### src/rtl/sag_pkg.sv
// Constants, encodings and state types shared by the address generator files.
package sag_pkg;

  // Data path widths.
  localparam int SAG_WORD_W = 16;
  localparam int SAG_PHYS_W = 20;
  localparam int SAG_SEG_SHIFT = 4;
  localparam int SAG_NUM_REGS = 14;

  // Register file slots; general registers use their instruction encoding order.
  localparam logic [3:0] SAG_IDX_ACCUMULATOR = 4'h0;
  localparam logic [3:0] SAG_IDX_COUNT = 4'h1;
  localparam logic [3:0] SAG_IDX_DATA = 4'h2;
  localparam logic [3:0] SAG_IDX_BASE = 4'h3;
  localparam logic [3:0] SAG_IDX_STACK_POINTER = 4'h4;
  localparam logic [3:0] SAG_IDX_BASE_POINTER = 4'h5;
  localparam logic [3:0] SAG_IDX_SOURCE_INDEX = 4'h6;
  localparam logic [3:0] SAG_IDX_DEST_INDEX = 4'h7;
  localparam logic [3:0] SAG_IDX_EXTRA_SEGMENT = 4'h8;
  localparam logic [3:0] SAG_IDX_CODE_SEGMENT = 4'h9;
  localparam logic [3:0] SAG_IDX_STACK_SEGMENT = 4'ha;
  localparam logic [3:0] SAG_IDX_DATA_SEGMENT = 4'hb;
  localparam logic [3:0] SAG_IDX_INSTRUCTION_POINTER = 4'hc;
  localparam logic [3:0] SAG_IDX_FLAGS = 4'hd;
  localparam logic [3:0] SAG_IDX_SEG_BASE = 4'h8;

  // Byte register codes: bit 2 picks the high half, bits 1:0 the word register.
  localparam int SAG_BYTE_HI_BIT = 2;

  // Reset value of every register in the core set.
  localparam logic [15:0] SAG_REG_RESET = 16'h0000;

  // Segment selector codes, in the order of the segment slots.
  typedef enum logic [1:0] {
    SAG_SEG_EXTRA = 2'b00,
    SAG_SEG_CODE = 2'b01,
    SAG_SEG_STACK = 2'b10,
    SAG_SEG_DATA = 2'b11
  } sag_seg_t;

  // Operand addressing modes: two non-memory modes and six memory modes.
  typedef enum logic [2:0] {
    SAG_MODE_REGISTER = 3'b000,
    SAG_MODE_IMMEDIATE = 3'b001,
    SAG_MODE_DIRECT = 3'b010,
    SAG_MODE_REG_INDIRECT = 3'b011,
    SAG_MODE_BASED = 3'b100,
    SAG_MODE_INDEXED = 3'b101,
    SAG_MODE_BASED_INDEXED = 3'b110,
    SAG_MODE_BASED_INDEXED_DISP = 3'b111
  } sag_mode_t;

  // State of the register file.
  typedef struct packed {
    logic [SAG_NUM_REGS-1:0][SAG_WORD_W-1:0] regs;
  } sag_rf_state_t;

  // State of the address generator output stage.
  typedef struct packed {
    logic [SAG_WORD_W-1:0] eff_addr;
    logic [SAG_PHYS_W-1:0] phys_addr;
    logic [SAG_PHYS_W-1:0] fetch_addr;
    logic [1:0] seg_sel;
    logic valid;
    logic mem_access;
    logic [SAG_WORD_W-1:0] operand;
  } sag_ag_state_t;

endpackage

### src/rtl/sag_regfile.sv
// Core register set: general, pointer, index, segment, instruction pointer, flags.
`timescale 1ns/1ps
`default_nettype none

module sag_regfile
  import sag_pkg::*;
(
  // Clock and reset.
  input wire logic sys_clk_in,
  input wire logic rst_n_in,
  // Write port.
  input wire logic wr_en_in,
  input wire logic [3:0] wr_idx_in,
  input wire logic wr_byte_in,
  input wire logic [15:0] wr_data_in,
  // Whole register set, straight from the flops.
  output logic [SAG_NUM_REGS-1:0][SAG_WORD_W-1:0] regs_out
);

  // Present and next state of the register set.
  sag_rf_state_t state_reg;
  sag_rf_state_t state_next;

  // Write decode: word writes take any slot, byte writes only the four split registers.
  always_comb
  begin
    state_next = state_reg;
    if (wr_en_in)
    begin
      if (wr_byte_in)
      begin
        // Byte write into one half; the other half keeps its value.
        if (wr_idx_in[3] == 1'b0)
        begin
          if (wr_idx_in[SAG_BYTE_HI_BIT])
          begin
            state_next.regs[wr_idx_in[1:0]][15:8] = wr_data_in[7:0]; // RULE_11 RULE_12
          end
          else
          begin
            state_next.regs[wr_idx_in[1:0]][7:0] = wr_data_in[7:0]; // RULE_11 RULE_12
          end
        end
      end
      else if (wr_idx_in < 4'(SAG_NUM_REGS))
      begin
        // Full word write; codes above the flags slot are ignored.
        state_next.regs[wr_idx_in] = wr_data_in; // RULE_10 RULE_12
      end
    end
  end

  // Register the state; synchronous reset clears every register.
  always_ff @(posedge sys_clk_in)
  begin
    if (!rst_n_in)
    begin
      state_reg.regs <= {SAG_NUM_REGS{SAG_REG_RESET}};
    end
    else
    begin
      state_reg <= state_next;
    end
  end

  // The register set is visible to the address path at all times.
  assign regs_out = state_reg.regs;

endmodule

`default_nettype wire

### src/rtl/sag_addr_gen.sv
// Operand address generator with its core register set.
// Summary of operation
// (RULE_01) Physical address is segment shifted four plus offset.
// (RULE_02) Offset is 16 bits, segment spans 64K.
// (RULE_03) Offset sums displacement, base and index.
// (RULE_04) Offset sum drops carry beyond bit 15.
// (RULE_05) Byte displacement is sign extended to word.
// (RULE_06) Displacement is 8 or 16 bits.
// (RULE_07) Base from base registers, index from index registers.
// (RULE_08) Six memory addressing modes are provided.
// (RULE_09) Segment implied by mode unless overridden.
// (RULE_10) Fourteen 16-bit core registers are held.
// (RULE_11) Four registers split into two byte halves.
// (RULE_12) Register operands read or written as byte/word.
// (RULE_13) Immediate operand comes from instruction, no memory.
// (RULE_14) Direct mode offset equals the displacement.
// (RULE_15) Full mode sums base, index and displacement.
// (RULE_16) Physical address wraps within 1 Mbyte.
`timescale 1ns/1ps
`default_nettype none

module sag_addr_gen
  import sag_pkg::*;
(
  // Clock and reset.
  input wire logic sys_clk_in,
  input wire logic rst_n_in,
  // Address request from the execution unit.
  input wire logic req_valid_in,
  input wire logic [2:0] mode_in,
  input wire logic base_sel_in,
  input wire logic index_sel_in,
  input wire logic ind_base_in,
  input wire logic [15:0] disp_in,
  input wire logic disp_wide_in,
  input wire logic seg_override_in,
  input wire logic [1:0] seg_override_sel_in,
  // Register operand selection for register mode.
  input wire logic [3:0] rd_idx_in,
  input wire logic rd_byte_in,
  // Register write port.
  input wire logic wr_en_in,
  input wire logic [3:0] wr_idx_in,
  input wire logic wr_byte_in,
  input wire logic [15:0] wr_data_in,
  // Results toward the bus interface unit and execution unit.
  output logic addr_valid_out,
  output logic mem_access_out,
  output logic [15:0] eff_addr_out,
  output logic [19:0] phys_addr_out,
  output logic [1:0] seg_sel_out,
  output logic [15:0] operand_out,
  output logic [19:0] fetch_addr_out
);

  // Register set as held by the register file.
  logic [SAG_NUM_REGS-1:0][SAG_WORD_W-1:0] regs;

  // Output stage state.
  sag_ag_state_t state_reg;
  sag_ag_state_t state_next;

  // Working values of the address calculation.
  sag_mode_t mode;
  logic [15:0] base_val;
  logic [15:0] index_val;
  logic [15:0] disp_val;
  logic [15:0] ea_val;
  logic [15:0] seg_val;
  logic [1:0] seg_sel;
  logic base_pointer_used;
  logic [2:0] elems;

  // Core register set.
  sag_regfile u_regfile (
    .sys_clk_in(sys_clk_in),
    .rst_n_in(rst_n_in),
    .wr_en_in(wr_en_in),
    .wr_idx_in(wr_idx_in),
    .wr_byte_in(wr_byte_in),
    .wr_data_in(wr_data_in),
    .regs_out(regs)
  );

  // Elements used by a mode, as {displacement, base, index}.
  function automatic logic [2:0] mode_elems(input sag_mode_t m, input logic ind_base);
    logic [2:0] e;
    e = 3'b000;
    unique case (m)
      SAG_MODE_REGISTER: e = 3'b000;
      SAG_MODE_IMMEDIATE: e = 3'b000;
      SAG_MODE_DIRECT: e = 3'b100;
      SAG_MODE_REG_INDIRECT: e = ind_base ? 3'b010 : 3'b001;
      SAG_MODE_BASED: e = 3'b110;
      SAG_MODE_INDEXED: e = 3'b101;
      SAG_MODE_BASED_INDEXED: e = 3'b011;
      SAG_MODE_BASED_INDEXED_DISP: e = 3'b111;
    endcase
    return e; // RULE_08
  endfunction

  // Register operand read: byte codes pick a half of the four split registers.
  function automatic logic [15:0] read_operand(
    input logic [SAG_NUM_REGS-1:0][SAG_WORD_W-1:0] r,
    input logic [3:0] idx,
    input logic byte_sel
  );
    logic [15:0] w;
    w = 16'h0000;
    if (byte_sel)
    begin
      // Byte operands sit in the low half with the upper half zero.
      w = r[idx[1:0]];
      w = idx[SAG_BYTE_HI_BIT] ? {8'h00, w[15:8]} : {8'h00, w[7:0]}; // RULE_11
    end
    else if (idx < 4'(SAG_NUM_REGS))
    begin
      w = r[idx];
    end
    return w; // RULE_12
  endfunction

  // Select the elements and sum them into the effective address.
  always_comb
  begin
    mode = sag_mode_t'(mode_in);
    elems = mode_elems(mode, ind_base_in);
    // Base element from the base register or the base pointer.
    base_val = base_sel_in ? regs[SAG_IDX_BASE_POINTER] : regs[SAG_IDX_BASE]; // RULE_07
    // Index element from the source or destination index.
    index_val = index_sel_in ? regs[SAG_IDX_DEST_INDEX] : regs[SAG_IDX_SOURCE_INDEX]; // RULE_07
    // Byte displacement carries its sign into the upper byte.
    disp_val = disp_wide_in ? disp_in : {{8{disp_in[7]}}, disp_in[7:0]}; // RULE_05 RULE_06
    // A 16-bit sum: any carry out of bit 15 is lost, so the offset wraps.
    ea_val = (elems[2] ? disp_val : 16'h0000)
           + (elems[1] ? base_val : 16'h0000)
           + (elems[0] ? index_val : 16'h0000); // RULE_03 RULE_04 RULE_14 RULE_15
  end

  // Pick the segment: an override wins, else stack segment when the base pointer is an element, else data.
  always_comb
  begin
    base_pointer_used = elems[1] && base_sel_in;
    if (seg_override_in)
    begin
      // An override prefix names the segment explicitly.
      seg_sel = seg_override_sel_in; // RULE_09
    end
    else if (base_pointer_used)
    begin
      seg_sel = SAG_SEG_STACK; // RULE_09
    end
    else
    begin
      seg_sel = SAG_SEG_DATA; // RULE_09
    end
    seg_val = regs[SAG_IDX_SEG_BASE + {2'b00, seg_sel}];
  end

  // Build the next output state.
  always_comb
  begin
    state_next = state_reg;
    state_next.valid = req_valid_in;
    // Instruction fetch address from code segment and instruction pointer.
    state_next.fetch_addr = (SAG_PHYS_W'(regs[SAG_IDX_CODE_SEGMENT]) << SAG_SEG_SHIFT)
                          + SAG_PHYS_W'(regs[SAG_IDX_INSTRUCTION_POINTER]); // RULE_01 RULE_16
    if (req_valid_in)
    begin
      state_next.eff_addr = ea_val; // RULE_02
      state_next.seg_sel = seg_sel;
      // Shift the segment four places and add the offset; carry out of bit 19 is lost.
      state_next.phys_addr = (SAG_PHYS_W'(seg_val) << SAG_SEG_SHIFT)
                           + SAG_PHYS_W'(ea_val); // RULE_01 RULE_16
      state_next.mem_access = 1'b0;
      state_next.operand = 16'h0000;
      unique case (mode)
        SAG_MODE_REGISTER:
        begin
          // Operand comes from a general register.
          state_next.operand = read_operand(regs, rd_idx_in, rd_byte_in); // RULE_12
        end
        SAG_MODE_IMMEDIATE:
        begin
          // Operand is the instruction's immediate; no memory cycle.
          state_next.operand = disp_wide_in ? disp_in : {8'h00, disp_in[7:0]}; // RULE_13
        end
        default:
        begin
          // Any of the six memory modes asks for a memory access.
          state_next.mem_access = 1'b1; // RULE_08
        end
      endcase
    end
  end

  // Register the output state; synchronous reset clears it.
  always_ff @(posedge sys_clk_in)
  begin
    if (!rst_n_in)
    begin
      state_reg <= '0;
    end
    else
    begin
      state_reg <= state_next;
    end
  end

  // Every output comes straight from the output stage flops.
  assign addr_valid_out = state_reg.valid;
  assign mem_access_out = state_reg.mem_access;
  assign eff_addr_out = state_reg.eff_addr;
  assign phys_addr_out = state_reg.phys_addr;
  assign seg_sel_out = state_reg.seg_sel;
  assign operand_out = state_reg.operand;
  assign fetch_addr_out = state_reg.fetch_addr;

endmodule

`default_nettype wire

### config.mk
export PLATFORM = sky130hd
export DESIGN_NAME = sag_addr_gen
export DESIGN_NICKNAME = d
export VERILOG_FILES = /design/src/rtl/sag_pkg.sv /design/src/rtl/sag_regfile.sv /design/src/rtl/sag_addr_gen.sv
export SDC_FILE = /design/constraint.sdc
export NUM_CORES = 1
export LEC_CHECK = 0
export BUFFER_PORTS_ARGS = -buffer_cell sky130_fd_sc_hd__buf_2
export CAP_MARGIN = 20
export CORE_MARGIN = 2
export CORE_UTILIZATION = 32
export CTS_CLUSTER_SIZE = 40
export DETAILED_ROUTE_END_ITERATION = 6
export PLACE_DENSITY = 0.5
export REMOVE_ABC_BUFFERS = 1
export SYNTH_ARGS = -nofsm -noshare
export SYNTH_HDL_FRONTEND = slang
export SYNTH_HIERARCHICAL = 1
export SYNTH_SLANG_ARGS = --single-unit
### constraint.sdc
create_clock -name sys_clk_in -period 7.1 [get_ports sys_clk_in]
set_input_delay 0.71 -clock sys_clk_in [delete_from_list [all_inputs] [get_ports sys_clk_in]]
set_output_delay 0.71 -clock sys_clk_in [all_outputs]
set_load 0.02 [all_outputs]
## Word-level counts from Yosys, hierarchy flattened

Cells that the tools add are included.
Widths: inputs -> output; s select.

- Multiplexer cells: 35
- Reduce and logical (&&, ||, !) cells: 7
- $lt $le $gt $ge: 9
- $add $sub $neg: 5
- Equality and inequality tests: 8

Operator list:

| kind | number |
|---|---|
| $mux 224 | 4 |
| $bwmux 224 | 3 |
| $mux 16 | 14 |
| $bmux 16 s4 | 2 |
| $demux 16 s2 | 2 |
| $demux 16 s4 | 1 |
| $add 20x16->20 | 2 |
| $add 16x16->16 | 2 |
| $bmux 16 s2 | 1 |
| $pmux 16 s2 | 1 |
| $pmux 3 s7 | 1 |
| $mux 8 | 2 |
| $lt 4x5->1 const B | 3 |
| $eq 3x3->1 const B | 4 |
| $lt 2x5->1 const B | 2 |
| $lt 4x4->1 const B | 2 |
| $eq 3x2->1 const B | 2 |
| $add 4x2->4 const A | 1 |
| $ge 4x1->1 const B | 1 |
| $mux 2 | 2 |
| $eq 3x1->1 const B | 1 |
| $logic_and 1x1->1 | 3 |
| $logic_not 3->1 | 1 |
| $reduce_and 3->1 | 1 |
| 5 further kinds | 6 |

- Bits of input ports: 56
- Output and inout bits: 76
- Bits in registers: 300
- Logic and storage cells: 85

## Longest topological paths before layout

- Depth in word-level cells: 10
- Gate-level depth with buffers: 24
- Gate-level depth less buffers: 23

## By module

The synthesis kept the hierarchy.

By module, submodules not included:

| module | seq. area each (um2) | times used | cells an instance | area an instance (um2) |
|---|---|---|---|---|
| sag_regfile | 4484.3 | 1 | 1007 | 8919.8 |
| sag_addr_gen | 1441.4 | 1 | 862 | 7703.6 |

## Least setup slack after synthesis

OpenSTA, ideal clock, no wires.

- Kind: input-to-reg
- From: input index_sel_in
- To: register state_reg, in the netlist phys_addr_out[18]
- Data arrival time: 5474 ps
- Slack: 1523 ps
- Required time: 6997 ps
- Setup time: 103 ps
- Buffers on the path: 2
- Cell stages on the path: 21
- Cell sequence: clkbuf_1 > clkbuf_1 > mux2_2 > nand2_1 > fa_1 > inv_1 > ha_1 > fa_1 > a21oi_1 > o21bai_1 > xor2_1 > fa_1 > a21o_1 > o21ba_2 > o21ai_0 > nand2b_1 > a41o_1 > maj3_2 > a21oi_4 > mux2i_1 > a2111oi_2

- Cells in the longest elaborated chain, start to end: 4

RTL lines:

| item | RTL line | text |
|---|---|---|
| from (decl) | sag_addr_gen.sv:32 | `input wire logic index_sel_in,` |
| $mux 16 | sag_addr_gen.sv:131 | `index_val = index_sel_in ? regs[SAG_IDX_DEST_INDEX] : regs[SAG_IDX_SOURCE_INDEX];` |
| $mux 16 | sag_addr_gen.sv:137 | `+ (elems[0] ? index_val : 16'h0000);` |
| $add 16x16->16 | sag_addr_gen.sv:137 |  |
| via ea_val[5] | sag_addr_gen.sv:68 | `logic [15:0] ea_val;` |
| $add 20x16->20 | sag_addr_gen.sv:174 | `+ SAG_PHYS_W'(ea_val);` |
| to (signal assigned) | sag_addr_gen.sv:206 | `state_reg <= state_next;` |
| to (decl) | sag_addr_gen.sv:60 | `sag_ag_state_t state_reg;` |

The timed path passes the listed nets, and every way through them passes these cells.
A chain may end at the register's enable or synchronous reset.

## Final worst setup path

- From: input mode_in[0]
- To: register state_reg, in the netlist phys_addr_out[18]

- Elaborated cells on any way between the ends: 22
- Classes of those cells: add/sub (4); eq/ne (7); mux (8); reduce/logical (3)

RTL lines:

| item | RTL line | text |
|---|---|---|
| from (decl) | sag_addr_gen.sv:30 | `input wire logic [2:0] mode_in,` |
| $eq 3x1->1 / $logic_not 3->1 (equally long branches) | sag_addr_gen.sv:89 | `unique case (m)` |
| $reduce_or 2->1 (no line) | - |  |
| $pmux 3 s7 (*) | sag_addr_gen.sv:89 |  |
| $mux 16, on equally long branches | sag_addr_gen.sv:135, sag_addr_gen.sv:136 |  |
| $add 16x16->16 | sag_addr_gen.sv:136 | `+ (elems[1] ? base_val : 16'h0000)` |
| $add 16x16->16 (*) | sag_addr_gen.sv:137 |  |
| via ea_val[5] | sag_addr_gen.sv:68 |  |
| $add 20x16->20 (*) | sag_addr_gen.sv:174 |  |

The timed path passes the listed nets; every way through them passes the cells marked *. The select of a mux whose other input is x is not followed.

==> flow_summary.json <==
{
  "cts_made_buffers": 37,
  "holdCritPathClass": "register to register",
  "fillers": 5209,
  "cts_resized": 0,
  "endpoint_kind": "register",
  "slew_violations": 0,
  "io_buffers": 131,
  "place_area_um2": 17600,
  "start_kind": "primary input",
  "clock-skew-final_ns": 0.01151,
  "power_mw": 4.158,
  "whs_endpoint": "u_regfile/regs_out[215]",
  "wl_per_cell_um": 22.09,
  "reg2reg_depth": 18,
  "final_util_pct": 36.88,
  "clockBufferDepth": 3,
  "grt_pass1_wl_um": 86550,
  "grt_antenna_before_repair": 0,
  "fin_nets": 2012,
  "critPathArrivalTime_ns": 6.02,
  "status": "completed",
  "p_leak_nw": 7.401,
  "route.vias.total": 14070,
  "synth_top_area_share_pct": 35.65,
  "worstPathRequired_ns": 7.54,
  "dpl.hpwl_um": 39700,
  "diodes": 0,
  "synth_edf_count": 0,
  "via_per_inst": 5.391,
  "yosysTopAreaCell": "dfxtp_1",
  "cap_viol_max_count": 0,
  "root_buffer": "clkbuf_16",
  "hold_path_startpoint": "u_regfile/regs_out[215]",
  "cts_tree": "done",
  "timing.hold.ws_ns": 0.4562,
  "drtPass1Iterations": 5,
  "vdd_drop_max_v": 0.0001161,
  "num_rows": 83,
  "synth_area_um2": 16620,
  "post_cts_buffers": 0,
  "core_area_um2": 51300,
  "layout_min_cycle_time_ns": 5.577,
  "dp_cells": 2541,
  "grt_overflow": 0,
  "finalHoldViolCount": 0,
  "grt_pass1_vias": 13460,
  "finalNonFillerCells": 2609,
  "drc": 0,
  "ys.flop_type": "dfxtp_1",
  "tightest_slew_ns": 1.088,
  "num_io_pins": 132,
  "synthArstFlopShare_pct": 0,
  "insertion_delay_ns": 0.55,
  "timing.rr.end": "phys_addr_out[18]",
  "maxSlewHeadroom_pct": 27.40,
  "p_per_area_nw_per_um2": 219.8,
  "clock-sinks": 296,
  "drt_iter0_drc": 1101,
  "rsz0062_at_grt": "false",
  "setup_tns_ns": 0,
  "synth_cell_types": 84,
  "cts_max_level": 2,
  "holdBufCountCts": 0,
  "areaGrowthSynthToFinish_pct": 13.83,
  "fin_crit_sh_pct": 78.55,
  "syn_inst": 1869,
  "die_area_um2": 53790,
  "grt_max_degree": 67,
  "drt-total-wl_um": 57640,
  "holdPathStages": 2,
  "critPathKind": "primary input to register",
  "yosys_warnings": 6,
  "setup_viol": 0,
  "fin_ws_ns": 1.523,
  "syn_area_per_cell_um2": 8.894,
  "reg2reg_from": "u_regfile/regs_out[48]",
  "ant_nets": 0,
  "reg2reg_slack_ns": 2.15,
  "grt_usage_pct": 21.16,
  "fmax_mhz": 179.3,
  "fp.dieH_um": 231.9,
  "register_area_um2": 5926,
  "final_area_um2": 18920,
  "dpl_worst_slack_ns": 0.6209,
  "ys_ff_latch": 296,
  "cts.reportedPaths.clkPinSlew_ns": 0.06,
  "start_util_pct": 32.40,
  "synth.area.top_cells": "dfxtp_1 36%, mux4_2 8.0%, nand2_1 6.9%",
  "multiInputGateArea_um2": 9819,
  "die_w_um": 231.9,
  "drive_gt1_share_pct": 17.26,
  "yosysSeqAreaShare_pct": 35.65,
  "gp_congestion": 0.8581,
  "cp_max_fo": 24
}
-- logic make-up after synthesis --
family	share of synthesized area (%)
simple gates	18.67
compound gates	17.49
flops	35.65
buf+inv	5.359
mux	16.12
fa+ha+maj	5.020
xor+xnor	1.686
-- layout by cell type (no fill, tap or decap), types with 9 or more instances in the layout --
| master | Yosys | layout |
|---|---|---|
| nand2_1 | 307 | 307 |
| mux2i_1 | 99 | 99 |
| o21ai_0 | 64 | 64 |
| dfxtp_1 | 296 | 296 |
| nor2b_1 | 72 | 71 |
| o221ai_1 | 9 | 9 |
| nand3_1 | 61 | 61 |
| a211oi_1 | 15 | 15 |
| a21boi_0 | 142 | 142 |
| a21oi_1 | 73 | 73 |
| mux4_2 | 59 | 59 |
| mux2_2 | 32 | 32 |
| xnor2_1 | 24 | 24 |
| clkbuf_8 | 0 | 9 |
| fa_1 | 18 | 18 |
| clkbuf_16 | 0 | 39 |
| and2_1 | 22 | 22 |
| inv_1 | 56 | 56 |
| buf_4 | 10 | 20 |
| a21o_1 | 9 | 9 |
| nand2b_1 | 10 | 10 |
| nor3_1 | 17 | 17 |
| nor2_1 | 121 | 120 |
| and3_1 | 9 | 9 |
| a221oi_1 | 33 | 33 |
| buf_2 | 27 | 128 |
| ha_1 | 37 | 37 |
-- critical path, stage by stage --
cell and delay, ns:
buf_2 0.36, o21ai_0 0.20, nand2_1 0.41, nand2_1 0.17, fa_1 0.56, inv_1 0.04, ha_1 0.20, fa_1 0.46
a21oi_1 0.22, o21bai_1 0.10, xor2_1 0.19, fa_1 0.49, a21o_1 0.20, o21ba_2 0.21, o21ai_0 0.15, nand2b_1 0.11
a41o_1 0.27, maj3_2 0.35, a21oi_4 0.18, mux2i_1 0.10, a2111oi_2 0.33
-- cell type report --
| class | instances | share of cell area (%) |
|---|---|---|
| Clock buffer | 55 | 5.951 |
| Clock inverter | 12 | 1.012 |
| Inverter | 58 | 1.151 |
| Multi-Input combinational cell | 1360 | 51.89 |
| Sequential cell | 296 | 31.32 |
| Tap cell | 680 | 4.496 |
| Timing Repair Buffer | 148 | 4.179 |
-- sequential cells by signal (all words and copies together), names as in the netlist --
signal and count:
fetch_addr_out 20, seg_sel_out 2, phys_addr_out 16, mem_access_out 1
eff_addr_out 16, u_regfile/regs_out 224, addr_valid_out 1, operand_out 16
-- per-layer routing --
metal  GRT usage (%)  vias to the layer above  routed length (um)
met3           3.585                       81                3467
met1           29.51                     6927               26690
met4           6.731                        0                1693
met2           33.16                      440               25790
met5               0                        -                   0
li1                -                     6618                   -
-- how the worst max path moves through the flow --
stage	depth (start not counted)	start	to	slack [ns]
after floorplan	20	mode_in[0]	phys_addr_out[18]	1.64
after global placement	21	mode_in[0]	phys_addr_out[18]	0.79
after detailed placement	21	mode_in[0]	phys_addr_out[18]	0.62
after CTS	21	mode_in[0]	phys_addr_out[18]	1.21
after global routing	21	mode_in[0]	phys_addr_out[17]	1.10
final	21	mode_in[0]	phys_addr_out[18]	1.52
-- power by group --
part	switching, mW	internal, mW
Combinational	0.278	0.139
Sequential	0.0174	1.69
Clock	0.758	1.28
-- cells in the mapped netlist (4+ instances only) --
master / number
nand4_1: 5
buf_4: 10
buf_2: 27
mux2_2: 32
o21ai_0: 64
inv_1: 56
nand2_1: 307
nor2_1: 121
a21boi_0: 142
or2_2: 5
o221ai_1: 9
nand3_1: 61
clkbuf_2: 4
nor2b_1: 72
a211o_1: 8
a2bb2oi_1: 8
a31oi_1: 4
a21oi_1: 73
mux2i_1: 99
a21boi_1: 5
a21o_1: 9
a22oi_1: 8
ha_1: 37
mux4_2: 59
o22ai_1: 7
nor3_1: 17
a221oi_1: 33
or3_1: 5
buf_1: 19
xnor2_1: 24
xor2_1: 8
nor3b_1: 4
fa_1: 18
clkbuf_1: 93
nand2b_1: 10
o211ai_1: 4
and3_1: 9
a211oi_1: 15
dfxtp_1: 296
and2_1: 22
(Power assumes the default switching activity.)
